<file path="config.mk">
export PLATFORM = sky130hd
export DESIGN_NAME = srpd_dev_flat
export DESIGN_NICKNAME = d
export VERILOG_FILES = /design/src/rtl/srpd_pkg.sv /design/src/rtl/srpd_link_if.sv /design/src/rtl/srpd_dev.sv /design/src/flat_wrapper.sv
export VERILOG_INCLUDE_DIRS = /design/src /design/src/rtl
export SDC_FILE = /design/constraint.sdc
export NUM_CORES = 1
export LEC_CHECK = 0
export ABC_AREA = 0
export BUFFER_PORTS_ARGS = -buffer_cell sky130_fd_sc_hd__buf_2
export CORE_ASPECT_RATIO = 0.9
export CORE_MARGIN = 5
export CORE_UTILIZATION = 30
export DETAILED_ROUTE_END_ITERATION = 6
export SLEW_MARGIN = 20
export SYNTH_ARGS = -nofsm -noshare
export SYNTH_HDL_FRONTEND = slang
export SYNTH_SLANG_ARGS = --single-unit
</file>
<file path="constraint.sdc">
create_clock -name i_clk_sys -period 5.21 [get_ports i_clk_sys]
set_input_delay 0.7815 -clock i_clk_sys [delete_from_list [all_inputs] [get_ports i_clk_sys]]
set_output_delay 0.7815 -clock i_clk_sys [all_outputs]
set_load 0.05 [all_outputs]
</file>
<file path="src/rtl/srpd_cfg.svh">
`ifndef SRPD_CFG_SVH
`define SRPD_CFG_SVH

// opcodes
`define SRPD_OP_ERS_SUSP 8'h75
`define SRPD_OP_ERS_RES 8'h7A
`define SRPD_OP_PGM_SUSP 8'h85
`define SRPD_OP_PGM_RES 8'h8A
`define SRPD_OP_RD_STAT 8'h05
`define SRPD_OP_RD_PARAM 8'h5A

// descriptor word 13 field positions
`define SRPD_W13_ERS_SUSP_MSB 31
`define SRPD_W13_ERS_SUSP_LSB 24
`define SRPD_W13_ERS_RES_MSB 23
`define SRPD_W13_ERS_RES_LSB 16
`define SRPD_W13_PGM_SUSP_MSB 15
`define SRPD_W13_PGM_SUSP_LSB 8
`define SRPD_W13_PGM_RES_MSB 7
`define SRPD_W13_PGM_RES_LSB 0

// descriptor word 14 field positions and values
`define SRPD_W14_DPD_ABSENT_BIT 31
`define SRPD_W14_DPD_ABSENT 1'h1
`define SRPD_W14_DPD_ENTER_MSB 30
`define SRPD_W14_DPD_ENTER_LSB 23
`define SRPD_W14_DPD_EXIT_MSB 22
`define SRPD_W14_DPD_EXIT_LSB 15
`define SRPD_W14_DPD_UNSUP_OP 8'hFF
`define SRPD_W14_DLY_UNIT_MSB 14
`define SRPD_W14_DLY_UNIT_LSB 13
`define SRPD_W14_DLY_UNIT 2'h3
`define SRPD_W14_DLY_CNT_MSB 12
`define SRPD_W14_DLY_CNT_LSB 8
`define SRPD_W14_DLY_CNT 5'h1F
`define SRPD_W14_RSVD_HI_MSB 7
`define SRPD_W14_RSVD_HI_LSB 4
`define SRPD_W14_RSVD_HI 4'hF
`define SRPD_W14_POLL_MSB 3
`define SRPD_W14_POLL_LSB 2
`define SRPD_W14_POLL_LEGACY 2'h1
`define SRPD_W14_RSVD_LO_MSB 1
`define SRPD_W14_RSVD_LO_LSB 0
`define SRPD_W14_RSVD_LO 2'h3

// parameter table placement (discoverable table offsets)
`define SRPD_W13_OFFS 24'h000030
`define SRPD_W14_OFFS 24'h000034
`define SRPD_LEGACY_W13_OFFS 24'h000032
`define SRPD_UNMAPPED_BYTE 8'hFF

// status register
`define SRPD_STAT_BUSY_BIT 0

// transaction shape
`define SRPD_PARAM_DATA_IDX 4'h5
`define SRPD_PARAM_BYTES 4'h9
`define SRPD_STAT_BYTES 4'h2
`define SRPD_CMD_BYTES 4'h1

// host serial clock half period in system clocks
`define SRPD_HALF_PERIOD 4'h8

`endif

</file>
<file path="src/rtl/srpd_pkg.sv">
package srpd_pkg;

	typedef enum logic [1:0] {SRPD_IDLE, SRPD_RUN, SRPD_SUSP} srpd_op_e;

	typedef enum logic [1:0] {SRPD_H_IDLE, SRPD_H_LOW, SRPD_H_HIGH,
		SRPD_H_END} srpd_hst_e;

	typedef struct packed {
		logic sclk_s1;
		logic sclk_s2;
		logic sclk_d;
		logic csn_s1;
		logic csn_s2;
		logic mosi_s1;
		logic mosi_s2;
		logic [2:0] bitcnt;
		logic [3:0] bytecnt;
		logic [7:0] shin;
		logic [7:0] op;
		logic [23:0] addr;
		logic [7:0] tx;
		logic miso_oe_n;
		srpd_op_e ers;
		srpd_op_e pgm;
	} srpd_dev_s;

	typedef struct packed {
		srpd_hst_e st;
		logic [3:0] div;
		logic sclk;
		logic csn;
		logic [7:0] txsr;
		logic [2:0] bitcnt;
		logic [3:0] bytecnt;
		logic [3:0] nbytes;
		logic [7:0] op;
		logic [7:0] addr;
		logic [7:0] rxsr;
		logic [31:0] rxword;
		logic miso_s1;
		logic miso_s2;
		logic rsp_valid;
		logic [31:0] rsp_data;
	} srpd_hst_s;

endpackage : srpd_pkg

</file>
<file path="src/rtl/srpd_link_if.sv">
`timescale 1ns/100ps
interface srpd_link_if;
	logic sclk;
	logic cs_n;
	logic mosi;
	logic miso;
	logic miso_oe_n;

	modport dev (
		input sclk,
		input cs_n,
		input mosi,
		output miso,
		output miso_oe_n
	);

	modport hst (
		output sclk,
		output cs_n,
		output mosi,
		input miso,
		input miso_oe_n
	);
endinterface : srpd_link_if

</file>
<file path="src/rtl/srpd_dev.sv">
// What this block does
// - descriptor words at table offsets 30h-37h, LSB first
// - erase suspend opcode 75h, bits 31:24, pauses erase
// - erase resume opcode 7Ah, bits 23:16, continues erase
// - program suspend 85h, bits 15:8, pauses program
// - program resume 8Ah, bits 7:0, continues program
// - second word bit 31 set: no deep power-down
// - power-down enter/exit opcode fields read FFh
// - exit delay unit 11b, count 11111b
// - busy polling field 3:2 reads 01b
// - status read 05h, bit 0 busy
// - reserved bits 7:4 Fh, bits 1:0 11b
`timescale 1ns/100ps
`include "srpd_cfg.svh"
module srpd_dev
	import srpd_pkg::*;
(
	input wire logic i_clk_sys, // system clock, 20 MHz
	input wire logic i_srst, // synchronous reset, active high
	srpd_link_if.dev lnk, // serial link to the host
	input wire logic i_erase_start, // pulse: begin an erase
	input wire logic i_prog_start, // pulse: begin a page program
	input wire logic i_op_done, // pulse: running operation finished
	output logic o_busy, // status busy bit
	output srpd_op_e o_erase_state, // erase idle/run/suspended
	output srpd_op_e o_prog_state // program idle/run/suspended
);

	srpd_dev_s cur_r;
	srpd_dev_s cur_nxt;

	function automatic logic [31:0] word13();
		logic [31:0] w;
		w = '0;
		w[`SRPD_W13_ERS_SUSP_MSB:`SRPD_W13_ERS_SUSP_LSB] =
			`SRPD_OP_ERS_SUSP;
		w[`SRPD_W13_ERS_RES_MSB:`SRPD_W13_ERS_RES_LSB] =
			`SRPD_OP_ERS_RES;
		w[`SRPD_W13_PGM_SUSP_MSB:`SRPD_W13_PGM_SUSP_LSB] =
			`SRPD_OP_PGM_SUSP;
		w[`SRPD_W13_PGM_RES_MSB:`SRPD_W13_PGM_RES_LSB] =
			`SRPD_OP_PGM_RES;
		return w;
	endfunction : word13

	function automatic logic [31:0] word14();
		logic [31:0] w;
		w = '0;
		w[`SRPD_W14_DPD_ABSENT_BIT] = `SRPD_W14_DPD_ABSENT;
		w[`SRPD_W14_DPD_ENTER_MSB:`SRPD_W14_DPD_ENTER_LSB] =
			`SRPD_W14_DPD_UNSUP_OP;
		w[`SRPD_W14_DPD_EXIT_MSB:`SRPD_W14_DPD_EXIT_LSB] =
			`SRPD_W14_DPD_UNSUP_OP;
		w[`SRPD_W14_DLY_UNIT_MSB:`SRPD_W14_DLY_UNIT_LSB] =
			`SRPD_W14_DLY_UNIT;
		w[`SRPD_W14_DLY_CNT_MSB:`SRPD_W14_DLY_CNT_LSB] =
			`SRPD_W14_DLY_CNT;
		w[`SRPD_W14_RSVD_HI_MSB:`SRPD_W14_RSVD_HI_LSB] =
			`SRPD_W14_RSVD_HI;
		w[`SRPD_W14_POLL_MSB:`SRPD_W14_POLL_LSB] =
			`SRPD_W14_POLL_LEGACY;
		w[`SRPD_W14_RSVD_LO_MSB:`SRPD_W14_RSVD_LO_LSB] =
			`SRPD_W14_RSVD_LO;
		return w;
	endfunction : word14

	// one byte of the parameter table; words are sent low byte first
	function automatic logic [7:0] param_byte(input logic [23:0] a);
		logic [31:0] w;
		logic [7:0] b;
		w = '0;
		b = `SRPD_UNMAPPED_BYTE;
		if ({2'b00, a[23:2]} == (`SRPD_W13_OFFS >> 2))
		begin
			w = word13();
			b = w[8 * a[1:0] +: 8];
		end
		else if ({2'b00, a[23:2]} == (`SRPD_W14_OFFS >> 2))
		begin
			w = word14();
			b = w[8 * a[1:0] +: 8];
		end
		return b;
	endfunction : param_byte

	function automatic logic is_busy(input srpd_op_e e,
		input srpd_op_e p);
		return (e == SRPD_RUN) || (p == SRPD_RUN);
	endfunction : is_busy

	logic rise;
	logic fall;
	logic sel;
	logic byte_done;
	logic [7:0] byte_in;
	logic [7:0] status;
	logic [7:0] next_tx;
	logic [23:0] rd_addr;

	always_comb
	begin
		cur_nxt = cur_r;
		// sync stage 1 feeds only stage 2
		cur_nxt.sclk_s1 = lnk.sclk;
		cur_nxt.sclk_s2 = cur_r.sclk_s1;
		cur_nxt.sclk_d = cur_r.sclk_s2;
		cur_nxt.csn_s1 = lnk.cs_n;
		cur_nxt.csn_s2 = cur_r.csn_s1;
		cur_nxt.mosi_s1 = lnk.mosi;
		cur_nxt.mosi_s2 = cur_r.mosi_s1;

		sel = !cur_r.csn_s2;
		rise = sel && cur_r.sclk_s2 && !cur_r.sclk_d;
		fall = sel && !cur_r.sclk_s2 && cur_r.sclk_d;
		byte_in = {cur_r.shin[6:0], cur_r.mosi_s2};
		byte_done = rise && (cur_r.bitcnt == 3'h7);
		status = 8'h00;
		status[`SRPD_STAT_BUSY_BIT] = is_busy(cur_r.ers, cur_r.pgm);
		rd_addr = cur_r.addr + 24'(cur_r.bytecnt - `SRPD_PARAM_DATA_IDX);

		next_tx = 8'hFF;
		if (cur_r.op == `SRPD_OP_RD_STAT)
		begin
			next_tx = status;
		end
		else if (cur_r.op == `SRPD_OP_RD_PARAM &&
			cur_r.bytecnt >= `SRPD_PARAM_DATA_IDX)
		begin
			next_tx = param_byte(rd_addr);
		end

		if (!sel)
		begin
			cur_nxt.bitcnt = 3'h0;
			cur_nxt.bytecnt = 4'h0;
			cur_nxt.op = 8'h00;
			cur_nxt.miso_oe_n = 1'b1;
		end
		else
		begin
			cur_nxt.miso_oe_n = 1'b0;
			if (rise)
			begin
				cur_nxt.shin = byte_in;
				cur_nxt.bitcnt = cur_r.bitcnt + 3'h1;
			end
			if (fall)
			begin
				// a new byte starts after bit 7, so load then
				if (cur_r.bitcnt == 3'h0)
				begin
					cur_nxt.tx = next_tx;
				end
				else
				begin
					cur_nxt.tx = {cur_r.tx[6:0], 1'b1};
				end
			end
			if (byte_done)
			begin
				// saturate so long reads do not wrap the index
				if (cur_r.bytecnt != 4'hF)
				begin
					cur_nxt.bytecnt = cur_r.bytecnt + 4'h1;
				end
				if (cur_r.bytecnt == 4'h0)
				begin
					cur_nxt.op = byte_in;
				end
				else if (cur_r.bytecnt < 4'h4)
				begin
					cur_nxt.addr = {cur_r.addr[15:0], byte_in};
				end
			end
		end

		// suspend and resume act as soon as the opcode byte is in
		if (byte_done && cur_r.bytecnt == 4'h0)
		begin
			case (byte_in)
				`SRPD_OP_ERS_SUSP:
				begin
					if (cur_r.ers == SRPD_RUN && cur_r.pgm == SRPD_IDLE)
					begin
						cur_nxt.ers = SRPD_SUSP;
					end
				end
				`SRPD_OP_ERS_RES:
				begin
					if (cur_r.ers == SRPD_SUSP && cur_r.pgm == SRPD_IDLE)
					begin
						cur_nxt.ers = SRPD_RUN;
					end
				end
				`SRPD_OP_PGM_SUSP:
				begin
					if (cur_r.pgm == SRPD_RUN)
					begin
						cur_nxt.pgm = SRPD_SUSP;
					end
				end
				`SRPD_OP_PGM_RES:
				begin
					if (cur_r.pgm == SRPD_SUSP)
					begin
						cur_nxt.pgm = SRPD_RUN;
					end
				end
				default:
				begin
					cur_nxt.op = byte_in;
				end
			endcase
		end

		// array operations stand in for the out-of-scope flash core
		if (i_op_done)
		begin
			if (cur_r.pgm == SRPD_RUN)
			begin
				cur_nxt.pgm = SRPD_IDLE;
			end
			else if (cur_r.ers == SRPD_RUN)
			begin
				cur_nxt.ers = SRPD_IDLE;
			end
		end
		else if (i_prog_start && cur_r.pgm == SRPD_IDLE &&
			cur_r.ers != SRPD_RUN)
		begin
			cur_nxt.pgm = SRPD_RUN;
		end
		else if (i_erase_start && cur_r.ers == SRPD_IDLE &&
			cur_r.pgm == SRPD_IDLE)
		begin
			cur_nxt.ers = SRPD_RUN;
		end
	end

	always_ff @(posedge i_clk_sys)
	begin
		if (i_srst)
		begin
			cur_r <= '{sclk_s1: 1'b0, sclk_s2: 1'b0, sclk_d: 1'b0,
				csn_s1: 1'b1, csn_s2: 1'b1, mosi_s1: 1'b0,
				mosi_s2: 1'b0, bitcnt: 3'h0, bytecnt: 4'h0,
				shin: 8'h00, op: 8'h00, addr: 24'h000000,
				tx: 8'hFF, miso_oe_n: 1'b1, ers: SRPD_IDLE,
				pgm: SRPD_IDLE};
		end
		else
		begin
			cur_r <= cur_nxt;
		end
	end

	assign lnk.miso = cur_r.tx[7];
	assign lnk.miso_oe_n = cur_r.miso_oe_n;
	assign o_busy = is_busy(cur_r.ers, cur_r.pgm);
	assign o_erase_state = cur_r.ers;
	assign o_prog_state = cur_r.pgm;

endmodule : srpd_dev

</file>
<file path="src/flat_wrapper.sv">
// flat-port wrapper written by rule: the top's interface ports become plain ports
module srpd_dev_flat import srpd_pkg::*;
  (i_clk_sys, i_srst, i_erase_start, i_prog_start, i_op_done, o_busy, o_erase_state, o_prog_state, lnk_sclk, lnk_cs_n, lnk_mosi, lnk_miso, lnk_miso_oe_n);
  srpd_link_if lnk_i ();
  input wire logic i_clk_sys;
  input wire logic i_srst;
  input wire logic i_erase_start;
  input wire logic i_prog_start;
  input wire logic i_op_done;
  output logic o_busy;
  output srpd_op_e o_erase_state;
  output srpd_op_e o_prog_state;
  input wire logic [$bits(lnk_i.sclk)-1:0] lnk_sclk;
  input wire logic [$bits(lnk_i.cs_n)-1:0] lnk_cs_n;
  input wire logic [$bits(lnk_i.mosi)-1:0] lnk_mosi;
  output wire logic [$bits(lnk_i.miso)-1:0] lnk_miso;
  output wire logic [$bits(lnk_i.miso_oe_n)-1:0] lnk_miso_oe_n;
  assign lnk_i.sclk = lnk_sclk;
  assign lnk_i.cs_n = lnk_cs_n;
  assign lnk_i.mosi = lnk_mosi;
  assign lnk_miso = lnk_i.miso;
  assign lnk_miso_oe_n = lnk_i.miso_oe_n;
  srpd_dev u_core (.i_clk_sys(i_clk_sys), .i_srst(i_srst), .lnk(lnk_i), .i_erase_start(i_erase_start), .i_prog_start(i_prog_start), .i_op_done(i_op_done), .o_busy(o_busy), .o_erase_state(o_erase_state), .o_prog_state(o_prog_state));
endmodule
</file>
==> results of run 1 <==
==> how the worst max path moves through the flow <==
| stage | depth (start not counted) | end |
|---|---|---|
| finish | 14 | u_core.cur_r[5]$_SDFFE_PP1P_ |
| global route | 14 | u_core.cur_r[11]$_SDFFE_PP1P_ |
| CTS | 14 | u_core.cur_r[9]$_SDFFE_PP1P_ |
| detailed placement | 14 | u_core.cur_r[9]$_SDFFE_PP1P_ |
| global placement | 14 | u_core.cur_r[11]$_SDFFE_PP1P_ |
| floorplan | 13 | u_core.cur_r[11]$_SDFFE_PP1P_ |
==> layout by cell type, fill, tap and decap left out, types with 3 or more instances in the layout <==
master,netlist,final
xnor2_1,7,7
o211ai_1,4,4
o21ai_1,8,8
inv_1,17,17
o22ai_1,3,3
nand3_1,7,7
nor2b_1,7,7
nor3_1,8,8
a21o_1,6,6
o31ai_1,3,3
mux2i_1,11,11
nor2_1,51,51
dfxtp_1,66,66
buf_2,10,14
xor2_1,9,9
nand4_1,11,11
a31oi_1,5,5
a22oi_1,4,4
o21ai_0,29,29
a211oi_1,8,8
nand2_1,93,93
o21a_1,7,7
nor4b_1,6,6
nor4_1,7,6
a211o_1,4,4
buf_4,5,3
and3_1,7,7
or4_1,3,3
ha_1,31,31
nand2b_1,4,4
nand3b_1,3,3
clkbuf_16,0,9
nand4b_1,4,4
a21oi_1,63,63
a21oi_2,3,3
and4_1,3,3
==> per-stage QoR <==
step           cells  setup WS (ns)
2_1_floorplan    583           1.13
3_3_place_gp     769           1.01
3_5_place_dp     769          0.942
4_1_cts          783          0.916
5_1_grt          783          0.553
6_report         783          0.875
==> power by group through the flow <==
stage                     combinational, mW  clock (mW)  sequential, mW
after floorplan                      0.0173           0           0.522
after global placement               0.0250           0           0.522
after detailed placement             0.0254           0           0.522
after CTS                            0.0253       0.542           0.511
after global routing                 0.0280       0.561           0.512
final                                0.0254       0.530           0.511
==> flip-flops by register name, indices dropped and copies added (netlist names) <==
signal and count:
u_core.o_prog_state 2, u_core.lnk.miso 1, u_core.lnk.miso_oe_n 1, u_core.cur_r 48, u_core.o_erase_state 2, u_core.byte_in 8
u_core.cur_nxt 4
==> layer usage <==
metal	vias up	GRT usage, %
met4	0	3.19
met5	-	0
li1	2139	-
met3	17	3.20
met2	128	21.8
met1	2046	19.4
==> layout make-up <==
type	instances	area, sq um
fillers	1575	9790
multi-input cells	470	3040
flip-flops and latches	66	1320
well taps	198	248
clock buffers	11	243
repair buffers	17	92.6
inverters	18	67.6
clock inverters	3	17.5
==> cell families after synthesis <==
logic type	synth area share, %
buf+inv	4.56
xor+xnor	3.08
mux	2.66
simple gates	25.3
flops	29.0
compound gates	26.5
fa+ha+maj	8.95
==> critical path: cells and delay by family (launching register included) <==
| family | cells | cell delay [ns] |
|---|---|---|
| adders and majority gates | 2 | 0.63 |
| buffers and inverters | 2 | 0.36 |
| AOI/OAI and AO/OA | 5 | 1.78 |
| DFF | 1 | 0.47 |
| and+or+nand+nor | 5 | 0.98 |
==> impl_metrics.py, run 1 <==
metrics = {
    "critical_path": {
        "worstPathRequired_ns": 5.41,
        "reg2regPathDepth": 14,
        "max_stage_delay_ns": 0.52,
        "r2r_start": "u_core.cur_r[53]$_SDFFE_PP0P_",
        "crit_arrival_ns": 4.54,
        "r2r_setup_slack_ns": 0.87,
        "startpoint_type": "flop",
        "cpMostUsedCell": "ha_1",
        "worstSetupEndpointType": "flop",
        "crit_path_cell_trace": "inv_1 > ha_1 > nor2b_1 > nor2_1 > buf_4 > ha_1 > a21oi_1 > o21ai_1 > a21o_1 > a2111oi_1 > nor3_1 > nor4_1 > nand4_1 > o41a_1",
        "critPathMaxFanout": 19,
        "crit_path_top_delay_cell": "a2111oi_1",
        "worstSetupPathType": "flop to flop",
        "r2r-end": "u_core.cur_r[5]$_SDFFE_PP1P_",
        "startpoint": "u_core.cur_r[53]$_SDFFE_PP0P_",
    },
    "timing": {
        "fmax_mhz": 231,
        "setup_tns_ns": 0,
        "min_period_ns": 4.34,
        "fin_skew_ns": 0.00413,
        "hold-worst-slack_ns": 0.417,
        "grt_setup_unrepaired": "false",
        "relSlewSlack_pct": 38.9,
        "fin_crit_sh_pct": 83.2,
        "setup_viol": 0,
        "hold_viol": 0,
        "worstMarginPinSlew_ns": 0.916,
        "final_max_slew_viol_count": 0,
    },
    "drt": {
        "post-route-drc-count": 0,
        "first_pass_iters": 6,
        "ant_nets": 0,
        "met3_length_um": 674,
        "drt-total-wl_um": 12400,
        "wire_per_inst_um": 15.8,
        "drt-initial-drc-count": 288,
        "wl_met2_um": 5440,
        "highest_layer": "met4",
        "met1_length_um": 6100,
        "via_count": 4330,
        "viasPerCell": 5.53,
    },
    "min_path": {
        "hold_depth": 1,
        "min_path_type": "flop to flop",
        "hp-start": "u_core.cur_nxt[62]$_SDFF_PP1_",
        "min_to": "u_core.cur_r[62]$_SDFF_PP1_",
    },
    "final_layout": {
        "design_area_sq_um": 5030,
        "syn2layout_area_growth_pct": 10.4,
        "fin_util_pct": 33.9,
        "layout-drive-gt1-share_pct": 8.72,
        "nets": 622,
        "antenna_cells": 0,
    },
    "clocking": {
        "cts_buffer_depth": 2,
        "cts.reportedPaths.clkPinSlew_ns": 0.05,
        "cts.sinks": 66,
        "htreeDepth": 3,
        "postCtsHoldBufs": 0,
        "cts-root-buf": "clkbuf_16",
        "clk_latency_ns": 0.32,
        "post_cts_buffers": 0,
        "numCtsBuffers": 9,
        "post_cts_resized": 0,
        "cts_tree": "yes",
    },
    "logic_synthesis": {
        "yosysSeqAreaShare_pct": 29.0,
        "syn_inst": 583,
        "syn_area_sq_um": 4560,
        "async_flop_share_pct": 0,
        "yosysWarnings": 0,
        "syn_nets": 623,
        "synth_area_leaders": "dfxtp_1 (29%), ha_1 (8.5%), nand2_1 (7.7%), a21oi_1 (6.9%), nor2_1 (4.2%)",
        "synth_common_cells": "nand2_1 (93), dfxtp_1 (66), a21oi_1 (63)",
        "ys.flop_type": "dfxtp_1",
        "syn_avg_cell_area_sq_um": 7.82,
        "netlist.area_leader.share_pct": 29.0,
        "yosysMostFrequentCell": "nand2_1",
        "synth-seq-cells": 66,
        "yosysUniqueCellTypes": 75,
        "synth_top_cell_by_area": "dfxtp_1",
        "synth_edf_count": 0,
    },
    "pwr": {
        "p_clk_share_pct": 49.7,
        "power_density_nw_per_um2": 212,
        "internal_power_mw": 0.843,
        "p_sw_share_pct": 21.0,
        "p_leak_nw": 1.94,
        "power.switching_mw": 0.224,
        "ir_drop_v": 0.000148,
        "p_seq_share_pct": 47.9,
        "power_mw": 1.07,
        "pwr-share-comb_pct": 2.4,
    },
    "placed_design": {
        "dp_hpwl_um": 9480,
        "port_buffers": 14,
        "gp_congestion": 0.977,
        "place_area_sq_um": 4770,
    },
    "global_route": {
        "grt_use_total_pct": 13.9,
        "grt-ovfl-total": 0,
        "grt_pass1_vias": 4082,
        "grt_pass1_wl_um": 20300,
        "grt_start_max_net_pins": 51,
        "antenna_found_initial": 0,
    },
    "die": {
        "fp-row-count": 42,
        "start_util_pct": 30.7,
        "dieArea_sq_um": 17800,
        "fp.dieH_um": 127,
        "io_pins": 15,
        "core_sq_um": 14800,
        "die_w_um": 140,
    },
    "status": {
        "status": "completed",
    },
    "job": {
        "maxCapViolCount": 0,
    },
}
Power figures use the tool's default switching activity.
==> run 2, diff against run 1 <==
- clock period: 5.21 -> 4.5 ns (I/O delays scaled with it)
==> run 2 against run 1 <==
Against the previous run:
- setup slack worse by 0.48 ns
- highest routed layer unchanged
- first-iteration DRC count is 30% higher
- global-route usage is 0.95 points higher
- die area stayed put
==> impl_metrics.py, run 2 (same netlist as run 1, synthesis figures left out) <==
metrics = {
    "status": {
        "status": "completed",
    },
    "clocking": {
        "clk_latency_ns": 0.33,
        "numCtsBuffers": 9,
        "cts_tree": "yes",
        "cts.reportedPaths.clkPinSlew_ns": 0.06,
        "cts-root-buf": "clkbuf_16",
        "post_cts_buffers": 0,
        "htreeDepth": 3,
        "postCtsHoldBufs": 0,
        "cts.sinks": 66,
        "cts_buffer_depth": 2,
    },
    "critical_path": {
        "startpoint_type": "flop",
        "worstPathRequired_ns": 4.70,
        "worstSetupPathType": "flop to flop",
        "r2r_setup_slack_ns": 0.40,
        "critPathMaxFanout": 16,
        "worstSetupEndpointType": "flop",
        "crit_arrival_ns": 4.30,
        "reg2regPathDepth": 13,
        "r2r_start": "u_core.cur_r[53]$_SDFFE_PP0P_",
        "r2r-end": "u_core.cur_r[9]$_SDFFE_PP1P_",
    },
    "die": {
        "core_sq_um": 14800,
        "start_util_pct": 30.7,
        "io_pins": 15,
        "die_w_um": 140,
        "dieArea_sq_um": 17800,
        "fp.dieH_um": 127,
        "fp-row-count": 42,
    },
    "final_layout": {
        "mostFrequentLayoutCells": "nand2_1 (93), dfxtp_1 (66), a21oi_1 (63), nor2_1 (50), ha_1 (31)",
        "largest_reg_flops": 48,
        "mostFrequentLayoutCell": "nand2_1",
        "nets": 635,
        "top_register": "u_core.cur_r",
        "syn2layout_area_growth_pct": 13.8,
        "antenna_cells": 0,
        "fillers": 1586,
        "layout-drive-gt1-share_pct": 11.3,
    },
    "pwr": {
        "p_leak_nw": 2.03,
        "power_density_nw_per_um2": 259,
        "ir_drop_v": 0.000173,
        "power_mw": 1.34,
    },
    "job": {
        "maxCapViolCount": 0,
    },
    "placed_design": {
        "gp_congestion": 0.980,
        "dp_hpwl_um": 10000,
        "port_buffers": 14,
    },
    "timing": {
        "fin_skew_ns": 0.00650,
        "min_period_ns": 4.10,
        "fmax_mhz": 244,
        "fin_crit_sh_pct": 91.2,
        "setup_tns_ns": 0,
        "relSlewSlack_pct": 39.5,
        "setup_viol": 0,
        "worstMarginPinSlew_ns": 0.908,
        "grt_setup_unrepaired": "false",
        "final_max_slew_viol_count": 0,
        "hold_viol": 0,
    },
    "global_route": {
        "grt-ovfl-total": 0,
        "grt_pass1_wl_um": 21600,
        "grt_use_total_pct": 14.8,
        "antenna_found_initial": 0,
        "grt_pass1_vias": 4239,
        "grt_start_max_net_pins": 51,
    },
    "drt": {
        "via_count": 4389,
        "post-route-drc-count": 0,
        "drt-initial-drc-count": 374,
        "ant_nets": 0,
        "drt-total-wl_um": 13000,
        "viasPerCell": 5.50,
        "wire_per_inst_um": 16.2,
        "first_pass_iters": 5,
    },
    "min_path": {
        "min_to": "u_core.cur_r[62]$_SDFF_PP1_",
        "min_path_type": "flop to flop",
        "hp-start": "u_core.cur_nxt[62]$_SDFF_PP1_",
        "hold_depth": 1,
    },
}
run 2: changes by cell type in the layout (fill, tap and decap cells not counted):
cell | previous run | this run
buf_4 | 3 | 16
clkinv_2 | 2 | 0
clkinvlp_4 | 1 | 3
bufinv_16 | 0 | 1
clkbuf_1 | 1 | 0
clkbuf_8 | 1 | 2
inv_6 | 0 | 1
nor2_1 | 51 | 50
nor2_4 | 0 | 1
run 2: per-layer routing:
metal	track usage, %	vias up	wire length [um]
met5	0	-	0
met4	3.76	0	218
met3	3.01	19	698
met2	23.2	112	5760
met1	20.9	2086	6290
li1	-	2172	-
run 2: worst max-delay path: stages (launching register included):
cell and delay (ns):
dfxtp_1 0.35, inv_1 0.07, ha_1 0.22, nor2b_1 0.25, nor2_4 0.16, ha_1 0.54
nand4_2 0.27, nor3_1 0.24, o211ai_1 0.17, and4_4 0.23, or4_1 0.51, or4_4 0.49
nor4_4 0.34, a21oi_1 0.12
run 2: how the worst max path moves through the flow:
stage          cells past startpoint                            end  slack, ns                           from
6_report                          13   u_core.cur_r[9]$_SDFFE_PP1P_       0.40  u_core.cur_r[53]$_SDFFE_PP0P_
3_5_place_dp                      13  u_core.cur_r[10]$_SDFFE_PP1P_       0.23  u_core.cur_r[53]$_SDFFE_PP0P_
3_3_place_gp                      13   u_core.cur_r[8]$_SDFFE_PP1P_      -0.08  u_core.cur_r[53]$_SDFFE_PP0P_
5_1_grt                           13   u_core.cur_r[5]$_SDFFE_PP1P_       0.08  u_core.cur_r[53]$_SDFFE_PP0P_
4_1_cts                           13   u_core.cur_r[9]$_SDFFE_PP1P_       0.20  u_core.cur_r[53]$_SDFFE_PP0P_
2_1_floorplan                     13  u_core.cur_r[11]$_SDFFE_PP1P_       0.42  u_core.cur_r[53]$_SDFFE_PP0P_
run 2: area by class of cell:
class,instances,area [sq um],share of cell area (%)
multi-input combinational,470,3050,58.7
sequential,66,1320,25.5
clock buffer,11,253,4.87
tap,198,248,4.78
timing repair buffer,30,190,3.67
inverter,18,67.6,1.30
clock inverter,5,61.3,1.18
run 2: power by group:
| part | internal (mW) | leakage (nW) | switching, mW |
|---|---|---|---|
| clock | 0.460 | 0.144 | 0.260 |
| combinational | 0.00808 | 1.35 | 0.0210 |
| sequential | 0.588 | 0.534 | 0.00325 |
run 2: through the flow:
step / worst slack, ns / cell area [sq um] / std cells / hold slack, ns / utilization [%]
after global placement: -0.0785 / 4870 / 782 / 0.393 / 32.8
after detailed placement: 0.232 / 4870 / 782 / 0.402 / 32.9
after global routing: 0.0819 / 5190 / 798 / 0.421 / 35.0
after floorplan: 0.422 / 4560 / 583 / 0.389 / -
final: 0.397 / 5190 / 798 / 0.413 / 35.0
after CTS: 0.197 / 5180 / 798 / 0.416 / 35.0
run 2: what timing repair did:
action | CTS | global route
endpoints found under the setup margin | 0 | 8
hold endpoints to repair | 0 | 0
gates resized for setup | 0 | 1
